File: src/status_defs.svh
/*
  Constants of the instrument status reporting block: bit positions, widths, reset values.
  Assumes inclusion by bare name from the package and the design modules.
*/
`ifndef STATUS_DEFS_SVH
`define STATUS_DEFS_SVH
`define EVF_OPC 0
`define EVF_QUERY 2
`define EVF_DEVICE 3
`define EVF_EXEC 4
`define EVF_COMMAND 5
`define EVF_USER 6
`define EVF_POWER 7
`define SSB_ERRQ 2
`define SSB_QUES 3
`define SSB_MAV 4
`define SSB_ESB 5
`define SSB_MSS 6
`define SSB_OPER 7
`define OPER_CAL_A 1
`define OPER_CAL_B 2
`define OPER_CAL_USB 3
`define QUES_POWER 3
`define QUES_CAL 8
`define QUES_SELFTEST 9
`define SRQ_SOURCES 8'hBC
`define BYTE_ZERO 8'h00
`define WORD_ZERO 16'h0000
`define WORD_ONES 16'hFFFF
`define CH_COUNT 3
`define SEL_ZERO 2'h0
`define SEL_USB 2'h2
`define POLL_LINES 8
`define LINE_ZERO 3'h0
`endif

File: src/status_pkg.sv
/*
  Types shared by the status reporting block.
  Assumes status_defs.svh on the include path.
*/
package status_pkg;
  `include "status_defs.svh"
  typedef logic [7:0] byte8_t;
  typedef logic [15:0] word16_t;
  typedef enum logic [3:0] {
    RD_NONE = 4'b0000,
    RD_EVENT_FLAGS = 4'b0001,
    RD_EVENT_MASK = 4'b0010,
    RD_STATUS_BYTE = 4'b0011,
    RD_SRQ_MASK = 4'b0100,
    RD_PP_MASK = 4'b0101,
    RD_OPER_COND = 4'b0110,
    RD_OPER_EVENT = 4'b0111,
    RD_QUES_COND = 4'b1000,
    RD_QUES_EVENT = 4'b1001,
    RD_CH_COND = 4'b1010,
    RD_CH_EVENT = 4'b1011,
    RD_IND_FLAG = 4'b1100
  } read_sel_t;
  typedef enum logic [3:0] {
    WR_NONE = 4'b0000,
    WR_EVENT_MASK = 4'b0001,
    WR_SRQ_MASK = 4'b0010,
    WR_PP_MASK = 4'b0011,
    WR_OPER_ENABLE = 4'b0100,
    WR_QUES_ENABLE = 4'b0101,
    WR_CH_ENABLE = 4'b0110,
    WR_CLEAR = 4'b0111,
    WR_PP_CONFIG = 4'b1000
  } write_sel_t;
endpackage : status_pkg

File: src/event_latch.sv
/*
  One status register group: condition, rising-edge event latch, enable and summary.
  Assumes condition inputs synchronous to clk; read_clear clears latched events.
*/
`timescale 1ns/1ps
`include "status_defs.svh"
module event_latch #(
  parameter int W = 16
) (
  input wire logic clk,
  input wire logic rst,
  input wire logic clk_en,
  input wire logic sync_clear,
  input wire logic [W-1:0] cond,
  input wire logic [W-1:0] valid_bits,
  input wire logic enable_we,
  input wire logic [W-1:0] enable_wdata,
  input wire logic read_clear,
  input wire logic event_clear,
  output logic [W-1:0] event_q,
  output logic [W-1:0] enable_q,
  output logic summary
);
  logic [W-1:0] cond_q;
  logic [W-1:0] cond_d;
  logic [W-1:0] event_d;
  logic [W-1:0] enable_d;
  logic [W-1:0] rise;

  ////////////////////////////////////////////////////////////////////////////
  // Next state
  always_comb begin
    rise = cond & ~cond_q & valid_bits;
    cond_d = cond & valid_bits;
    event_d = event_q;
    enable_d = enable_q;
    if (read_clear || event_clear) begin
      event_d = '0;
    end
    event_d = event_d | rise;
    if (enable_we) begin
      enable_d = enable_wdata & valid_bits;
    end
    if (sync_clear) begin
      cond_d = '0;
      event_d = '0;
      enable_d = '0;
    end
  end

  always_ff @(posedge clk or posedge rst) begin
    if (rst) begin
      cond_q <= '0;
      event_q <= '0;
      enable_q <= '0;
    end else if (clk_en) begin
      cond_q <= cond_d;
      event_q <= event_d;
      enable_q <= enable_d;
    end
  end

  assign summary = |(event_q & enable_q);
endmodule : event_latch

File: src/instrument_status_reporting.sv
/*
  Status reporting core: standard event flags and mask, status summary byte, service
  request, serial and parallel poll, operation and questionable status with channel groups.
  Assumes command decoding outside issues one-cycle strobes synchronous to clk; the error
  queue and output queue report their state as levels; manual mode arrives from a pin.
*/
`timescale 1ns/1ps
`include "status_defs.svh"
// Functional notes
// RL1 - Masked rising event flag sets summary bit
// RL2 - Operation complete after pending commands finish
// RL3 - Query error on unrequested read or overrun
// RL4 - Device error for codes -300..-399, positive
// RL5 - Execution error for valid unexecutable command
// RL6 - Command error on syntax fault
// RL7 - User request on switch to manual
// RL8 - Power-on flag set; bit 1 unused
// RL9 - Operation status has condition and event views
// RL10 - Operation bits 1-3 show channel calibration
// RL11 - Questionable bits 3, 8, 9 summaries
// RL12 - Per-channel sub-registers; query uses selected channel
// RL13 - Service request only from bits 2,3,4,5,7
// RL14 - Only device asserts service request
// RL15 - Serial poll returns the status byte
// RL16 - Parallel poll: mask, OR, invert, drive line
// RL17 - Controller configures poll line and sense first
// RL18 - Controller sets both masks to same value
// RL19 - Controller may set all mask bits
// RL20 - Event reads clear; other reads do not
// RL21 - Masked rising status bit requests service
// RL22 - Status bit 6 shows active service request
// RL23 - Summary bit is combinational OR of masked flags
// RL24 - Synchronous power-on clear then power flag
module instrument_status_reporting (
  input wire logic clk,
  input wire logic rst,
  input wire logic clk_en,
  input wire logic power_on_clear,
  input wire status_pkg::read_sel_t rd_sel,
  input wire logic rd_stb,
  input wire status_pkg::write_sel_t wr_sel,
  input wire logic wr_stb,
  input wire status_pkg::word16_t wr_data,
  output status_pkg::word16_t rd_data,
  output logic rd_valid,
  input wire logic [1:0] channel_sel,
  input wire logic opc_received,
  input wire logic commands_idle,
  input wire logic output_read_empty,
  input wire logic command_while_pending,
  input wire logic error_logged,
  input wire logic signed [15:0] error_code,
  input wire logic error_queue_nonempty,
  input wire logic message_available,
  input wire logic manual_mode_pin,
  input wire logic [2:0] cal_busy,
  input wire logic [2:0] power_fault,
  input wire logic [2:0] cal_fault,
  input wire logic selftest_fail,
  input wire logic serial_poll,
  output status_pkg::byte8_t serial_poll_byte,
  output logic service_request,
  output logic [7:0] poll_line_out,
  output logic [7:0] poll_line_oe_n,
  output logic individual_poll_flag
);
  import status_pkg::*;

  ////////////////////////////////////////////////////////////////////////////
  // Signals
  byte8_t standard_event_flags_q, standard_event_flags_d;
  byte8_t standard_event_mask_q, standard_event_mask_d;
  byte8_t service_request_mask_q, service_request_mask_d;
  byte8_t parallel_poll_mask_q, parallel_poll_mask_d;
  byte8_t status_summary_byte;
  byte8_t stb_prev_q, stb_prev_d;
  byte8_t flag_set;
  byte8_t spoll_q, spoll_d;
  logic [2:0] pp_line_q, pp_line_d;
  logic pp_sense_q, pp_sense_d;
  logic pp_cfg_q, pp_cfg_d;
  logic srq_q, srq_d;
  logic opc_wait_q, opc_wait_d;
  logic pwr_pend_q, pwr_pend_d;
  logic manual_meta_q, manual_sync_q, manual_prev_q;
  word16_t rd_data_q, rd_data_d;
  logic rd_valid_q, rd_valid_d;
  logic event_summary_bit;
  logic master_summary_bit;
  logic oper_summary, ques_summary;
  word16_t oper_cond, oper_event, oper_enable;
  word16_t ques_cond, ques_event, ques_enable;
  logic read_flags, clear_all;
  logic [`CH_COUNT-1:0] ch_summary;
  word16_t ch_event [`CH_COUNT];
  word16_t ch_enable [`CH_COUNT];
  word16_t ch_cond [`CH_COUNT];
  word16_t oper_valid, ques_valid, ch_valid;
  logic ppoll_bit;

  assign clear_all = wr_stb && (wr_sel == WR_CLEAR);
  assign read_flags = rd_stb && (rd_sel == RD_EVENT_FLAGS);

  ////////////////////////////////////////////////////////////////////////////
  // Manual-mode pin synchroniser
  always_ff @(posedge clk or posedge rst) begin
    if (rst) begin
      manual_meta_q <= 1'b0;
      manual_sync_q <= 1'b0;
      manual_prev_q <= 1'b0;
    end else if (clk_en) begin
      manual_meta_q <= manual_mode_pin;
      manual_sync_q <= manual_meta_q;
      manual_prev_q <= manual_sync_q;
    end
  end

  ////////////////////////////////////////////////////////////////////////////
  // Channel sub-registers and summary groups
  always_comb begin
    oper_valid = `WORD_ZERO;
    oper_valid[`OPER_CAL_A] = 1'b1; // RL10
    oper_valid[`OPER_CAL_B] = 1'b1;
    oper_valid[`OPER_CAL_USB] = 1'b1;
    ques_valid = `WORD_ZERO;
    ques_valid[`QUES_POWER] = 1'b1; // RL11
    ques_valid[`QUES_CAL] = 1'b1;
    ques_valid[`QUES_SELFTEST] = 1'b1;
    ch_valid = ques_valid;
    ch_valid[`QUES_SELFTEST] = 1'b0;
  end

  genvar gi;
  generate
    for (gi = 0; gi < `CH_COUNT; gi++) begin : g_ch
      always_comb begin
        ch_cond[gi] = `WORD_ZERO;
        ch_cond[gi][`QUES_POWER] = power_fault[gi];
        ch_cond[gi][`QUES_CAL] = cal_fault[gi];
      end
      event_latch #(.W(16)) u_ch (
        .clk(clk),
        .rst(rst),
        .clk_en(clk_en),
        .sync_clear(power_on_clear),
        .cond(ch_cond[gi]),
        .valid_bits(ch_valid),
        .enable_we(wr_stb && (wr_sel == WR_CH_ENABLE) && (channel_sel == gi)),
        .enable_wdata(wr_data),
        .read_clear(rd_stb && (rd_sel == RD_CH_EVENT) && (channel_sel == gi)),
        .event_clear(clear_all),
        .event_q(ch_event[gi]),
        .enable_q(ch_enable[gi]),
        .summary(ch_summary[gi])
      );
    end
  endgenerate

  always_comb begin
    oper_cond = `WORD_ZERO;
    oper_cond[`OPER_CAL_A] = cal_busy[0]; // RL10
    oper_cond[`OPER_CAL_B] = cal_busy[1];
    oper_cond[`OPER_CAL_USB] = cal_busy[2];
    ques_cond = `WORD_ZERO;
    ques_cond[`QUES_POWER] = |power_fault; // RL12
    ques_cond[`QUES_CAL] = |cal_fault; // RL12
    ques_cond[`QUES_SELFTEST] = selftest_fail; // RL11
  end

  event_latch #(.W(16)) u_oper (
    .clk(clk),
    .rst(rst),
    .clk_en(clk_en),
    .sync_clear(power_on_clear),
    .cond(oper_cond),
    .valid_bits(oper_valid),
    .enable_we(wr_stb && (wr_sel == WR_OPER_ENABLE)),
    .enable_wdata(wr_data),
    .read_clear(rd_stb && (rd_sel == RD_OPER_EVENT)), // RL20
    .event_clear(clear_all),
    .event_q(oper_event),
    .enable_q(oper_enable),
    .summary(oper_summary)
  );

  event_latch #(.W(16)) u_ques (
    .clk(clk),
    .rst(rst),
    .clk_en(clk_en),
    .sync_clear(power_on_clear),
    .cond(ques_cond),
    .valid_bits(ques_valid),
    .enable_we(wr_stb && (wr_sel == WR_QUES_ENABLE)),
    .enable_wdata(wr_data),
    .read_clear(rd_stb && (rd_sel == RD_QUES_EVENT)), // RL20
    .event_clear(clear_all),
    .event_q(ques_event),
    .enable_q(ques_enable),
    .summary(ques_summary)
  );

  ////////////////////////////////////////////////////////////////////////////
  // Standard event flags and status byte
  always_comb begin
    flag_set = `BYTE_ZERO;
    flag_set[`EVF_OPC] = opc_wait_q && commands_idle; // RL2
    flag_set[`EVF_QUERY] = output_read_empty || command_while_pending; // RL3
    flag_set[`EVF_DEVICE] = error_logged && ((error_code <= -16'sd300 && error_code >= -16'sd399)
                            || error_code > 16'sd0); // RL4
    flag_set[`EVF_EXEC] = error_logged && error_code <= -16'sd200
                          && error_code > -16'sd300; // RL5
    flag_set[`EVF_COMMAND] = error_logged && error_code <= -16'sd100
                             && error_code > -16'sd200; // RL6
    flag_set[`EVF_USER] = manual_sync_q && !manual_prev_q; // RL7
    flag_set[`EVF_POWER] = pwr_pend_q; // RL8
  end

  assign event_summary_bit = |(standard_event_flags_q & standard_event_mask_q); // RL23 RL1

  always_comb begin
    status_summary_byte = `BYTE_ZERO;
    status_summary_byte[`SSB_ERRQ] = error_queue_nonempty;
    status_summary_byte[`SSB_QUES] = ques_summary;
    status_summary_byte[`SSB_MAV] = message_available;
    status_summary_byte[`SSB_ESB] = event_summary_bit; // RL1
    status_summary_byte[`SSB_OPER] = oper_summary;
    status_summary_byte[`SSB_MSS] = master_summary_bit; // RL22
  end

  assign master_summary_bit = srq_q;

  always_comb begin
    standard_event_flags_d = standard_event_flags_q;
    standard_event_mask_d = standard_event_mask_q;
    service_request_mask_d = service_request_mask_q;
    parallel_poll_mask_d = parallel_poll_mask_q;
    pp_line_d = pp_line_q;
    pp_sense_d = pp_sense_q;
    pp_cfg_d = pp_cfg_q;
    opc_wait_d = opc_wait_q;
    pwr_pend_d = 1'b0;
    stb_prev_d = status_summary_byte;
    srq_d = srq_q;
    spoll_d = spoll_q;
    if (opc_received) begin
      opc_wait_d = 1'b1;
    end else if (flag_set[`EVF_OPC]) begin
      opc_wait_d = 1'b0;
    end
    if (read_flags || clear_all) begin
      standard_event_flags_d = `BYTE_ZERO; // RL20
    end
    standard_event_flags_d = standard_event_flags_d | flag_set;
    if (wr_stb) begin
      if (wr_sel == WR_EVENT_MASK) begin
        standard_event_mask_d = wr_data[7:0];
      end else if (wr_sel == WR_SRQ_MASK) begin
        service_request_mask_d = wr_data[7:0];
      end else if (wr_sel == WR_PP_MASK) begin
        parallel_poll_mask_d = wr_data[7:0];
      end else if (wr_sel == WR_PP_CONFIG) begin
        pp_line_d = wr_data[2:0]; // RL17
        pp_sense_d = wr_data[3];
        pp_cfg_d = wr_data[4];
      end
    end
    // Service request rises on a masked 0-to-1 edge; bit 6 mask ignored
    if (|(status_summary_byte & ~stb_prev_q & service_request_mask_q & `SRQ_SOURCES)) begin
      srq_d = 1'b1; // RL21 RL13 RL14
    end else if (!(|(status_summary_byte & service_request_mask_q & `SRQ_SOURCES))) begin
      srq_d = 1'b0;
    end else if (serial_poll) begin
      srq_d = 1'b0;
    end
    if (serial_poll) begin
      spoll_d = status_summary_byte; // RL15
    end
    if (power_on_clear) begin
      standard_event_flags_d = `BYTE_ZERO; // RL24
      standard_event_mask_d = `BYTE_ZERO;
      service_request_mask_d = `BYTE_ZERO;
      parallel_poll_mask_d = `BYTE_ZERO;
      pp_cfg_d = 1'b0;
      pp_line_d = `LINE_ZERO;
      pp_sense_d = 1'b0;
      opc_wait_d = 1'b0;
      srq_d = 1'b0;
      stb_prev_d = `BYTE_ZERO;
      pwr_pend_d = 1'b1; // RL24 RL8
    end
  end

  ////////////////////////////////////////////////////////////////////////////
  // Read path
  always_comb begin
    rd_data_d = rd_data_q;
    rd_valid_d = rd_stb;
    if (rd_stb) begin
      if (rd_sel == RD_EVENT_FLAGS) begin
        rd_data_d = {8'h00, standard_event_flags_q};
      end else if (rd_sel == RD_EVENT_MASK) begin
        rd_data_d = {8'h00, standard_event_mask_q};
      end else if (rd_sel == RD_STATUS_BYTE) begin
        rd_data_d = {8'h00, status_summary_byte};
      end else if (rd_sel == RD_SRQ_MASK) begin
        rd_data_d = {8'h00, service_request_mask_q};
      end else if (rd_sel == RD_PP_MASK) begin
        rd_data_d = {8'h00, parallel_poll_mask_q};
      end else if (rd_sel == RD_OPER_COND) begin
        rd_data_d = oper_cond & oper_valid; // RL9
      end else if (rd_sel == RD_OPER_EVENT) begin
        rd_data_d = oper_event; // RL9
      end else if (rd_sel == RD_QUES_COND) begin
        rd_data_d = ques_cond;
      end else if (rd_sel == RD_QUES_EVENT) begin
        rd_data_d = ques_event;
      end else if (rd_sel == RD_CH_COND && channel_sel <= `SEL_USB) begin
        rd_data_d = ch_cond[channel_sel] & ch_valid; // RL12
      end else if (rd_sel == RD_CH_EVENT && channel_sel <= `SEL_USB) begin
        rd_data_d = ch_event[channel_sel]; // RL12
      end else if (rd_sel == RD_IND_FLAG) begin
        rd_data_d = {15'h0000, ppoll_bit};
      end else begin
        rd_data_d = `WORD_ZERO;
      end
    end
  end

  always_ff @(posedge clk or posedge rst) begin
    if (rst) begin
      standard_event_flags_q <= `BYTE_ZERO;
      standard_event_mask_q <= `BYTE_ZERO;
      service_request_mask_q <= `BYTE_ZERO;
      parallel_poll_mask_q <= `BYTE_ZERO;
      pp_line_q <= `LINE_ZERO;
      pp_sense_q <= 1'b0;
      pp_cfg_q <= 1'b0;
      opc_wait_q <= 1'b0;
      pwr_pend_q <= 1'b1;
      stb_prev_q <= `BYTE_ZERO;
      srq_q <= 1'b0;
      spoll_q <= `BYTE_ZERO;
      rd_data_q <= `WORD_ZERO;
      rd_valid_q <= 1'b0;
    end else if (clk_en) begin
      standard_event_flags_q <= standard_event_flags_d;
      standard_event_mask_q <= standard_event_mask_d;
      service_request_mask_q <= service_request_mask_d;
      parallel_poll_mask_q <= parallel_poll_mask_d;
      pp_line_q <= pp_line_d;
      pp_sense_q <= pp_sense_d;
      pp_cfg_q <= pp_cfg_d;
      opc_wait_q <= opc_wait_d;
      pwr_pend_q <= pwr_pend_d;
      stb_prev_q <= stb_prev_d;
      srq_q <= srq_d;
      spoll_q <= spoll_d;
      rd_data_q <= rd_data_d;
      rd_valid_q <= rd_valid_d;
    end
  end

  ////////////////////////////////////////////////////////////////////////////
  // Parallel poll response
  assign ppoll_bit = |(parallel_poll_mask_q & status_summary_byte); // RL16
  assign individual_poll_flag = ppoll_bit;

  generate
    for (gi = 0; gi < `POLL_LINES; gi++) begin : g_pp
      assign poll_line_out[gi] = ppoll_bit ^ pp_sense_q; // RL16
      assign poll_line_oe_n[gi] = !(pp_cfg_q && (pp_line_q == gi));
    end
  endgenerate

  assign rd_data = rd_data_q;
  assign rd_valid = rd_valid_q;
  assign serial_poll_byte = spoll_q;
  assign service_request = srq_q;
endmodule : instrument_status_reporting

File: config.mk
export PLATFORM = sky130hd
export DESIGN_NAME = instrument_status_reporting
export DESIGN_NICKNAME = d
export VERILOG_FILES = /design/src/status_pkg.sv /design/src/event_latch.sv /design/src/instrument_status_reporting.sv
export VERILOG_INCLUDE_DIRS = /design/src
export SDC_FILE = /design/constraint.sdc
export NUM_CORES = 1
export LEC_CHECK = 0
export BUFFER_PORTS_ARGS = -buffer_cell sky130_fd_sc_hd__buf_2
export CORE_ASPECT_RATIO = 1.5
export CORE_MARGIN = 2
export CORE_UTILIZATION = 50
export CTS_CLUSTER_SIZE = 40
export DETAILED_ROUTE_END_ITERATION = 10
export GPL_ROUTABILITY_DRIVEN = 0
export PLACE_DENSITY = 0.74
export SETUP_SLACK_MARGIN = 0.02
export SYNTH_ARGS = -nofsm -noshare
export SYNTH_HDL_FRONTEND = slang
export SYNTH_SLANG_ARGS = --single-unit
File: constraint.sdc
create_clock -name clk -period 2.8 [get_ports clk]
set_input_delay 0.14 -clock clk [delete_from_list [all_inputs] [get_ports clk]]
set_output_delay 0.14 -clock clk [all_outputs]
set_load 0.05 [all_outputs]
==> summary.md, run 1 <==
| Metric | Value |
|---|---|
| Most common cell after layout, fill and taps aside | `buf_2` |
| Fin nets | `668` |
| Post-Synthesis Cells | `520` |
| Die height | `128 um` |
| Deepest clock path buffer count | `2` |
| Clock skew | `0.00748 ns` |
| Design area | `0.00599 mm^2` |
| H-tree depth | `3` |
| VDD IR-drop max | `0.356 mV` |
| Final core utilization | `59.8%` |
| ANT nets after route | `0` |
| Sink Count | `95` |
| CP endpoint kind | `output port` |
| GRT overflow | `0` |
| Largest net degree at the start of global routing | `96` |
| Yosys warns | `0` |
| Worst slew pin tran | `0.559 ns` |
| Commonest cells after routing, fill and taps aside | `101 x buf_2, 94 x dfrtp_1, 51 x nand2_1, 41 x inv_1, 41 x o21ai_0` |
| Leakage power figure | `2.68 nW` |
| Avg Cell Area, Syn | `9.85 um^2` |
| DRC viols | `0` |
| Post-synth EDFFs | `0` |
| IO Pins | `110` |
| Number of inserted diodes | `0` |
| Critical Path Fanout Max | `8` |
| Wire per inst | `18.7 um` |
| Final min period | `2.48 ns` |
| First-pass GRT wire length | `21900 um` |
| Worst min path class | `input pin to register` |
| Buf/Inv on CP | `1` |
| MaxCap Viol Count | `0` |
| Num CTS Buffers | `9` |
| Initial Util | `51.1%` |
| Met3 wire length | `747 um` |
| CP peak stage delay | `0.44 ns` |
| Core area | `0.0100 mm^2` |
| PwrDens | `669 mW/mm^2` |
| GRT Util Overall | `25.7%` |
| Design Power | `4.01 mW` |
| # rows | `45` |
| Hpwl dp | `9940 um` |
| Met1 Wirelength | `5310 um` |
| Syn Std Cell Area | `0.00512 mm^2` |
| WP data required | `2.66 ns` |
| Fmax | `0.403 GHz` |
| Met2 wire length | `7030 um` |
| Share of layout cells above drive strength 1 | `26.9%` |
| Via count | `4439` |
| Final slew viol count | `0` |
| Clk pin slew, worst setup/hold paths | `0.06 ns` |
| CTS tree | `built` |
| Tcrit/Tclk final | `88.6%` |
| I/O Buffers | `101` |
| Crit-path cells | `a222oi_1 > nand3_1 > a21oi_2 > xnor2_1 > buf_2` |
| Setup ws final | `0.318 ns` |
| Cts repair resizes | `0` |
| Top layer in use | `met4` |
| Area Growth Syn to Fin | `17.0%` |
| RSZ-0062 raised after global routing | `false` |
| 1st-pass router iterations | `5` |
| Status | `completed` |
| Root Driver | `clkbuf_16` |
| Startpoint types | `register` |
| Top delay family on crit path | `compound AO/OA/AOI/OAI gates` |
| Count of different cell masters after synthesis | `64` |
| Setup Viol. Count Final | `0` |
| Final Hold Fails | `0` |
| Critical Path AT | `2.34 ns` |
| Die X | `86.6 um` |
| Critical path class | `register to output port` |
| Total die area | `0.0111 mm^2` |
| Max-slew headroom | `62.6%` |
| Critical path's slowest cell | `a222oi_1` |
| Async S/R FF share, synth | `100%` |
| Register area share after synthesis | `46.5%` |
| Vias in the first global route | `4317` |
| Post-CTS setup buffers | `0` |
| Vias per cell | `6.14` |
| Post-DP Area | `0.00563 mm^2` |
| Detailed Route WL | `13500 um` |
| Worst setup slack after placement | `0.678 ns` |
| Initial DRC count | `452` |
| FF-to-FF setup slack | `1.17 ns` |
| Ys flop type | `dfrtp_1` |
| Setup TNS | `0 ns` |
| Clk Latency, worst-skew pair | `0.35 ns` |
| Initial antenna violation count | `0` |
| Yosys reg bits | `95` |
## worst paths after layout
check / startpoint / end / cells past startpoint
worst max-delay path: standard_event_flags_q[0] / poll_line_out[2] / 5
worst min-delay path: selftest_fail / u_ques.cond_q[9] / 3
worst max register to register: standard_event_flags_q[0] / rd_data[0] / 4
worst min register to register: u_ques.cond_q[3] / u_ques.event_q[3] / 1
max in group asynchronous: rst / u_oper.cond_q[1] / 4
min in group asynchronous: rst / rd_valid / 4
## synth_stat cells, types with 4 or more instances
cell type / instances / area share, %
dfrtp_1: 94 / 46
o22ai_1: 16 / 2.0
o31ai_1: 4 / 0.59
a21oi_1: 15 / 1.5
mux2i_1: 18 / 3.5
o22ai_2: 4 / 0.98
nand3_1: 14 / 1.4
a311oi_1: 7 / 1.2
mux2_2: 18 / 4.0
inv_1: 42 / 3.1
nand2b_1: 4 / 0.49
buf_2: 10 / 0.98
nor2b_1: 16 / 2.0
nor2_1: 19 / 1.4
nand4_1: 4 / 0.49
buf_4: 14 / 2.1
a222oi_1: 4 / 0.78
nor3_1: 6 / 0.59
o21ai_0: 41 / 4.0
a32o_1: 12 / 2.3
nand2_1: 51 / 3.7
clkbuf_1: 16 / 1.2
a22o_1: 15 / 2.6
a31oi_1: 4 / 0.49
a22oi_1: 4 / 0.59
nor4_1: 4 / 0.49
and2_1: 4 / 0.49
## per-layer routing
metal,vias up,GRT usage (%)
li1,2064,-
met1,2155,31.4
met4,0,12.2
met2,187,43.5
met3,33,4.44
met5,-,0
## where the power goes
part           switching [mW]  leakage (nW)  internal (mW)
clock network           0.531         0.166          0.875
registers               0.115          1.24           1.53
logic                   0.662          1.27          0.298
## flip-flops by register name, summed over array words and instances (netlist names), 5 cells and up
signal / flops
rd_data: 11
service_request_mask_q: 8
g_ch.u_ch.cond_q: 6
g_ch.u_ch.event_q: 6
serial_poll_byte: 6
stb_prev_q: 5
standard_event_mask_q: 8
standard_event_flags_q: 7
parallel_poll_mask_q: 8
## area by class of cell
type | count | area, um^2
Inverter | 42 | 159
Sequential cell | 95 | 2380
Multi-Input combinational cell | 342 | 2360
Clock inverter | 7 | 120
Tap cell | 117 | 146
Clock buffer | 9 | 225
Timing Repair Buffer | 111 | 596
Fill cell | 878 | 4030
## cell families after synthesis
logic type                count (synthesis)  synth area share (%)
DFF                                      95                  46.5
and+or+nand+nor                         141                  14.8
muxes                                    39                  8.80
buffers and inverters                    84                  7.43
AOI/OAI and AO/OA                       159                  22.3
xor gates and xnor gates                  1                 0.171
other                                     1                0.0732
## worst min-delay path, delay by kind of cell
| kind | cells | cell delay [ns] |
|---|---|---|
| buffers and inverters | 1 | 0.10 |
| AO/OA/AOI/OAI | 1 | 0.06 |
| AND/OR/NAND/NOR | 1 | 0.04 |
## through the flow
step,std cells,hold WS [ns]
finish,723,0.0247
global route,723,0.0280
CTS,723,0.0218
detailed placement,706,0.289
global placement,706,0.283
floorplan,521,0.257
## timing repair
action | 4_1_cts | 5_1_grt
endpoints found under the setup margin | 0 | 0
endpoints found under the hold margin | 94 | 0
hold buffers | 1 | 0
(Power assumes the default switching activity.)
==> run 2, diff against run 1 <==
Settings changed: CORE_UTILIZATION 50 to 42, PLACE_DENSITY 0.74 to unset, SYNTH_HIERARCHICAL set to 1.
==> summary.md, run 2 <==
| Metric | Value |
|---|---|
| PwrDens | `649 mW/mm^2` |
| GRT overflow | `0` |
| Hpwl dp | `27100 um` |
| WP data required | `2.66 ns` |
| Avg Cell Area, Syn | `9.73 um^2` |
| GRT Util Overall | `23.8%` |
| I/O Buffers | `107` |
| Leakage power figure | `7.21 nW` |
| CTS tree | `built` |
| Hold slack | `0.0260 ns` |
| RSZ-0062 raised after global routing | `true` |
| 1st-pass router iterations | `7` |
| Wire per inst | `18.5 um` |
| Critical Path AT | `2.60 ns` |
| Via count | `10412` |
| FF-to-FF setup slack | `0.59 ns` |
| CP peak stage delay | `0.38 ns` |
| Clk pin slew, worst setup/hold paths | `0.06 ns` |
| MaxCap Viol Count | `0` |
| Vias in the first global route | `10410` |
| Detailed Route WL | `37400 um` |
| Top Registers | `g_ch.u_ch/cond_q: 48 flops, g_ch.u_ch/event_q: 48 flops` |
| Clock skew | `0.0151 ns` |
| Yosys warns | `6` |
| Startpoint types | `register` |
| Max-slew headroom | `16.5%` |
| Design Power | `10.1 mW` |
| First-pass GRT wire length | `58900 um` |
| Vias per cell | `5.14` |
| Reg2reg start | `u_oper/event_q[14]` |
| Commonest cells after routing, fill and taps aside | `260 x dfrtp_1, 197 x nand2_1, 182 x conb_1, 147 x o21ai_0, 98 x inv_1` |
| Critical Path Fanout Max | `8` |
| Clk Latency, worst-skew pair | `0.54 ns` |
| DRC viols | `0` |
| Worst slew pin tran | `1.25 ns` |
| Total die area | `0.0315 mm^2` |
| Crit-path cells | `a22o_1 > a221oi_2 > nand4_1 > buf_4 > a22oi_2 > nand2_2 > a21oi_4 > xnor2_4 > buf_6` |
| Critical path class | `register to output port` |
| Area Growth Syn to Fin | `22.8%` |
| Status | `completed` |
| Largest net degree at the start of global routing | `77` |
| Initial DRC count | `672` |
| CP endpoint kind | `output port` |
| Die height | `216 um` |
| Deepest clock path buffer count | `3` |
| ANT nets after route | `0` |
| Non-filler cells, final | `2024` |
| Share of layout cells above drive strength 1 | `18.2%` |
| Initial antenna violation count | `0` |
| Core area | `0.0296 mm^2` |
| Num CTS Buffers | `28` |
| Final slew viol count | `0` |
| Initial Util | `42.7%` |
| R2R depth | `10` |
| Final min period | `2.74 ns` |
| Final Hold Fails | `0` |
| Crit path to | `poll_line_out[3]` |
| VDD IR-drop max | `0.451 mV` |
| CP Launch Point | `u_oper/event_q[14]` |
| Post-Synthesis Cells | `1299` |
| Syn Std Cell Area | `0.0126 mm^2` |
| Die X | `146 um` |
| Fin nets | `1673` |
| Critical path's slowest cell | `dfrtp_1` |
| # rows | `77` |
| Root Driver | `clkbuf_16` |
| Tcrit/Tclk final | `97.7%` |
| Placed Cells incl. Taps | `1935` |
| Most common cell after layout, fill and taps aside | `dfrtp_1` |
| Fmax | `0.365 GHz` |
| H-tree depth | `1` |
| Sink Count | `262` |
| Worst min path class | `input pin to register` |
| IO Pins | `110` |
| R2r endpoint | `rd_data[7]` |
| Setup Viol. Count Final | `0` |
run 2: worst max-delay path: cells and delay by family (launching register included):
| kind | cells | cell delay, ns |
|---|---|---|
| xor+xnor | 1 | 0.22 |
| flops | 1 | 0.38 |
| simple gates | 2 | 0.22 |
| buf+inv | 2 | 0.40 |
| compound gates | 4 | 0.82 |
run 2: final cells by class:
cell class | instances | area, um^2
well taps | 395 | 494
multi-input cells | 1038 | 5920
flip-flops and latches | 262 | 6560
clock buffers | 45 | 876
fillers | 2775 | 14100
diodes | 1 | 2.50
repair buffers | 175 | 1200
clock inverters | 7 | 87.6
inverters | 101 | 379
run 2: report_power, final:
| part | switching [mW] | internal (mW) |
|---|---|---|
| logic | 1.20 | 0.618 |
| clock network | 1.52 | 2.31 |
| registers | 0.286 | 4.13 |
| total | 3.01 | 7.06 |
run 2: worst min-delay path by stage:
| stage | endpoint | cells past startpoint | slack (ns) | from |
|---|---|---|---|---|
| final | standard_event_flags_q[4] | 4 | 0.03 | error_code[15] |
| after detailed placement | g_ch[0].u_ch/event_q[12] | 2 | 0.15 | rst |
| after CTS | standard_event_flags_q[4] | 4 | 0.01 | error_code[15] |
| after global routing | parallel_poll_mask_q[0] | 3 | 0.03 | wr_data[0] |
| after global placement | g_ch[0].u_ch/event_q[10] | 2 | 0.15 | rst |
| after floorplan | g_ch[0].u_ch/cond_q[0] | 1 | 0.26 | rst |
run 2: timing repair:
action                                  CTS  global route
setup buffers                             5             1
endpoints found under the hold margin   306             0
gates resized for setup                  26             6
gates cloned                              0             0
pin swaps                                 3             3
endpoints found under the setup margin    9             9
hold buffers                             30             0
run 2: metal layers:
metal	global-route usage, %	up-vias	routed length (um)
met2	41.2	315	18500
met3	3.35	93	2030
met4	12.1	0	2110
met1	29.2	4992	14700
met5	0	-	0
li1	-	5012	-
run 2: metrics by stage:
step	TNS [ns]	utilization, %	cell area [um^2]	worst slack [ns]
final	0	52.5	15500	0.0631
after global placement	0	47.6	14100	0.258
after detailed placement	0	47.6	14100	0.228
after global routing	-0.541	52.5	15500	-0.0696
after CTS	0	52.4	15500	0.00163
after floorplan	0	-	13300	0.212
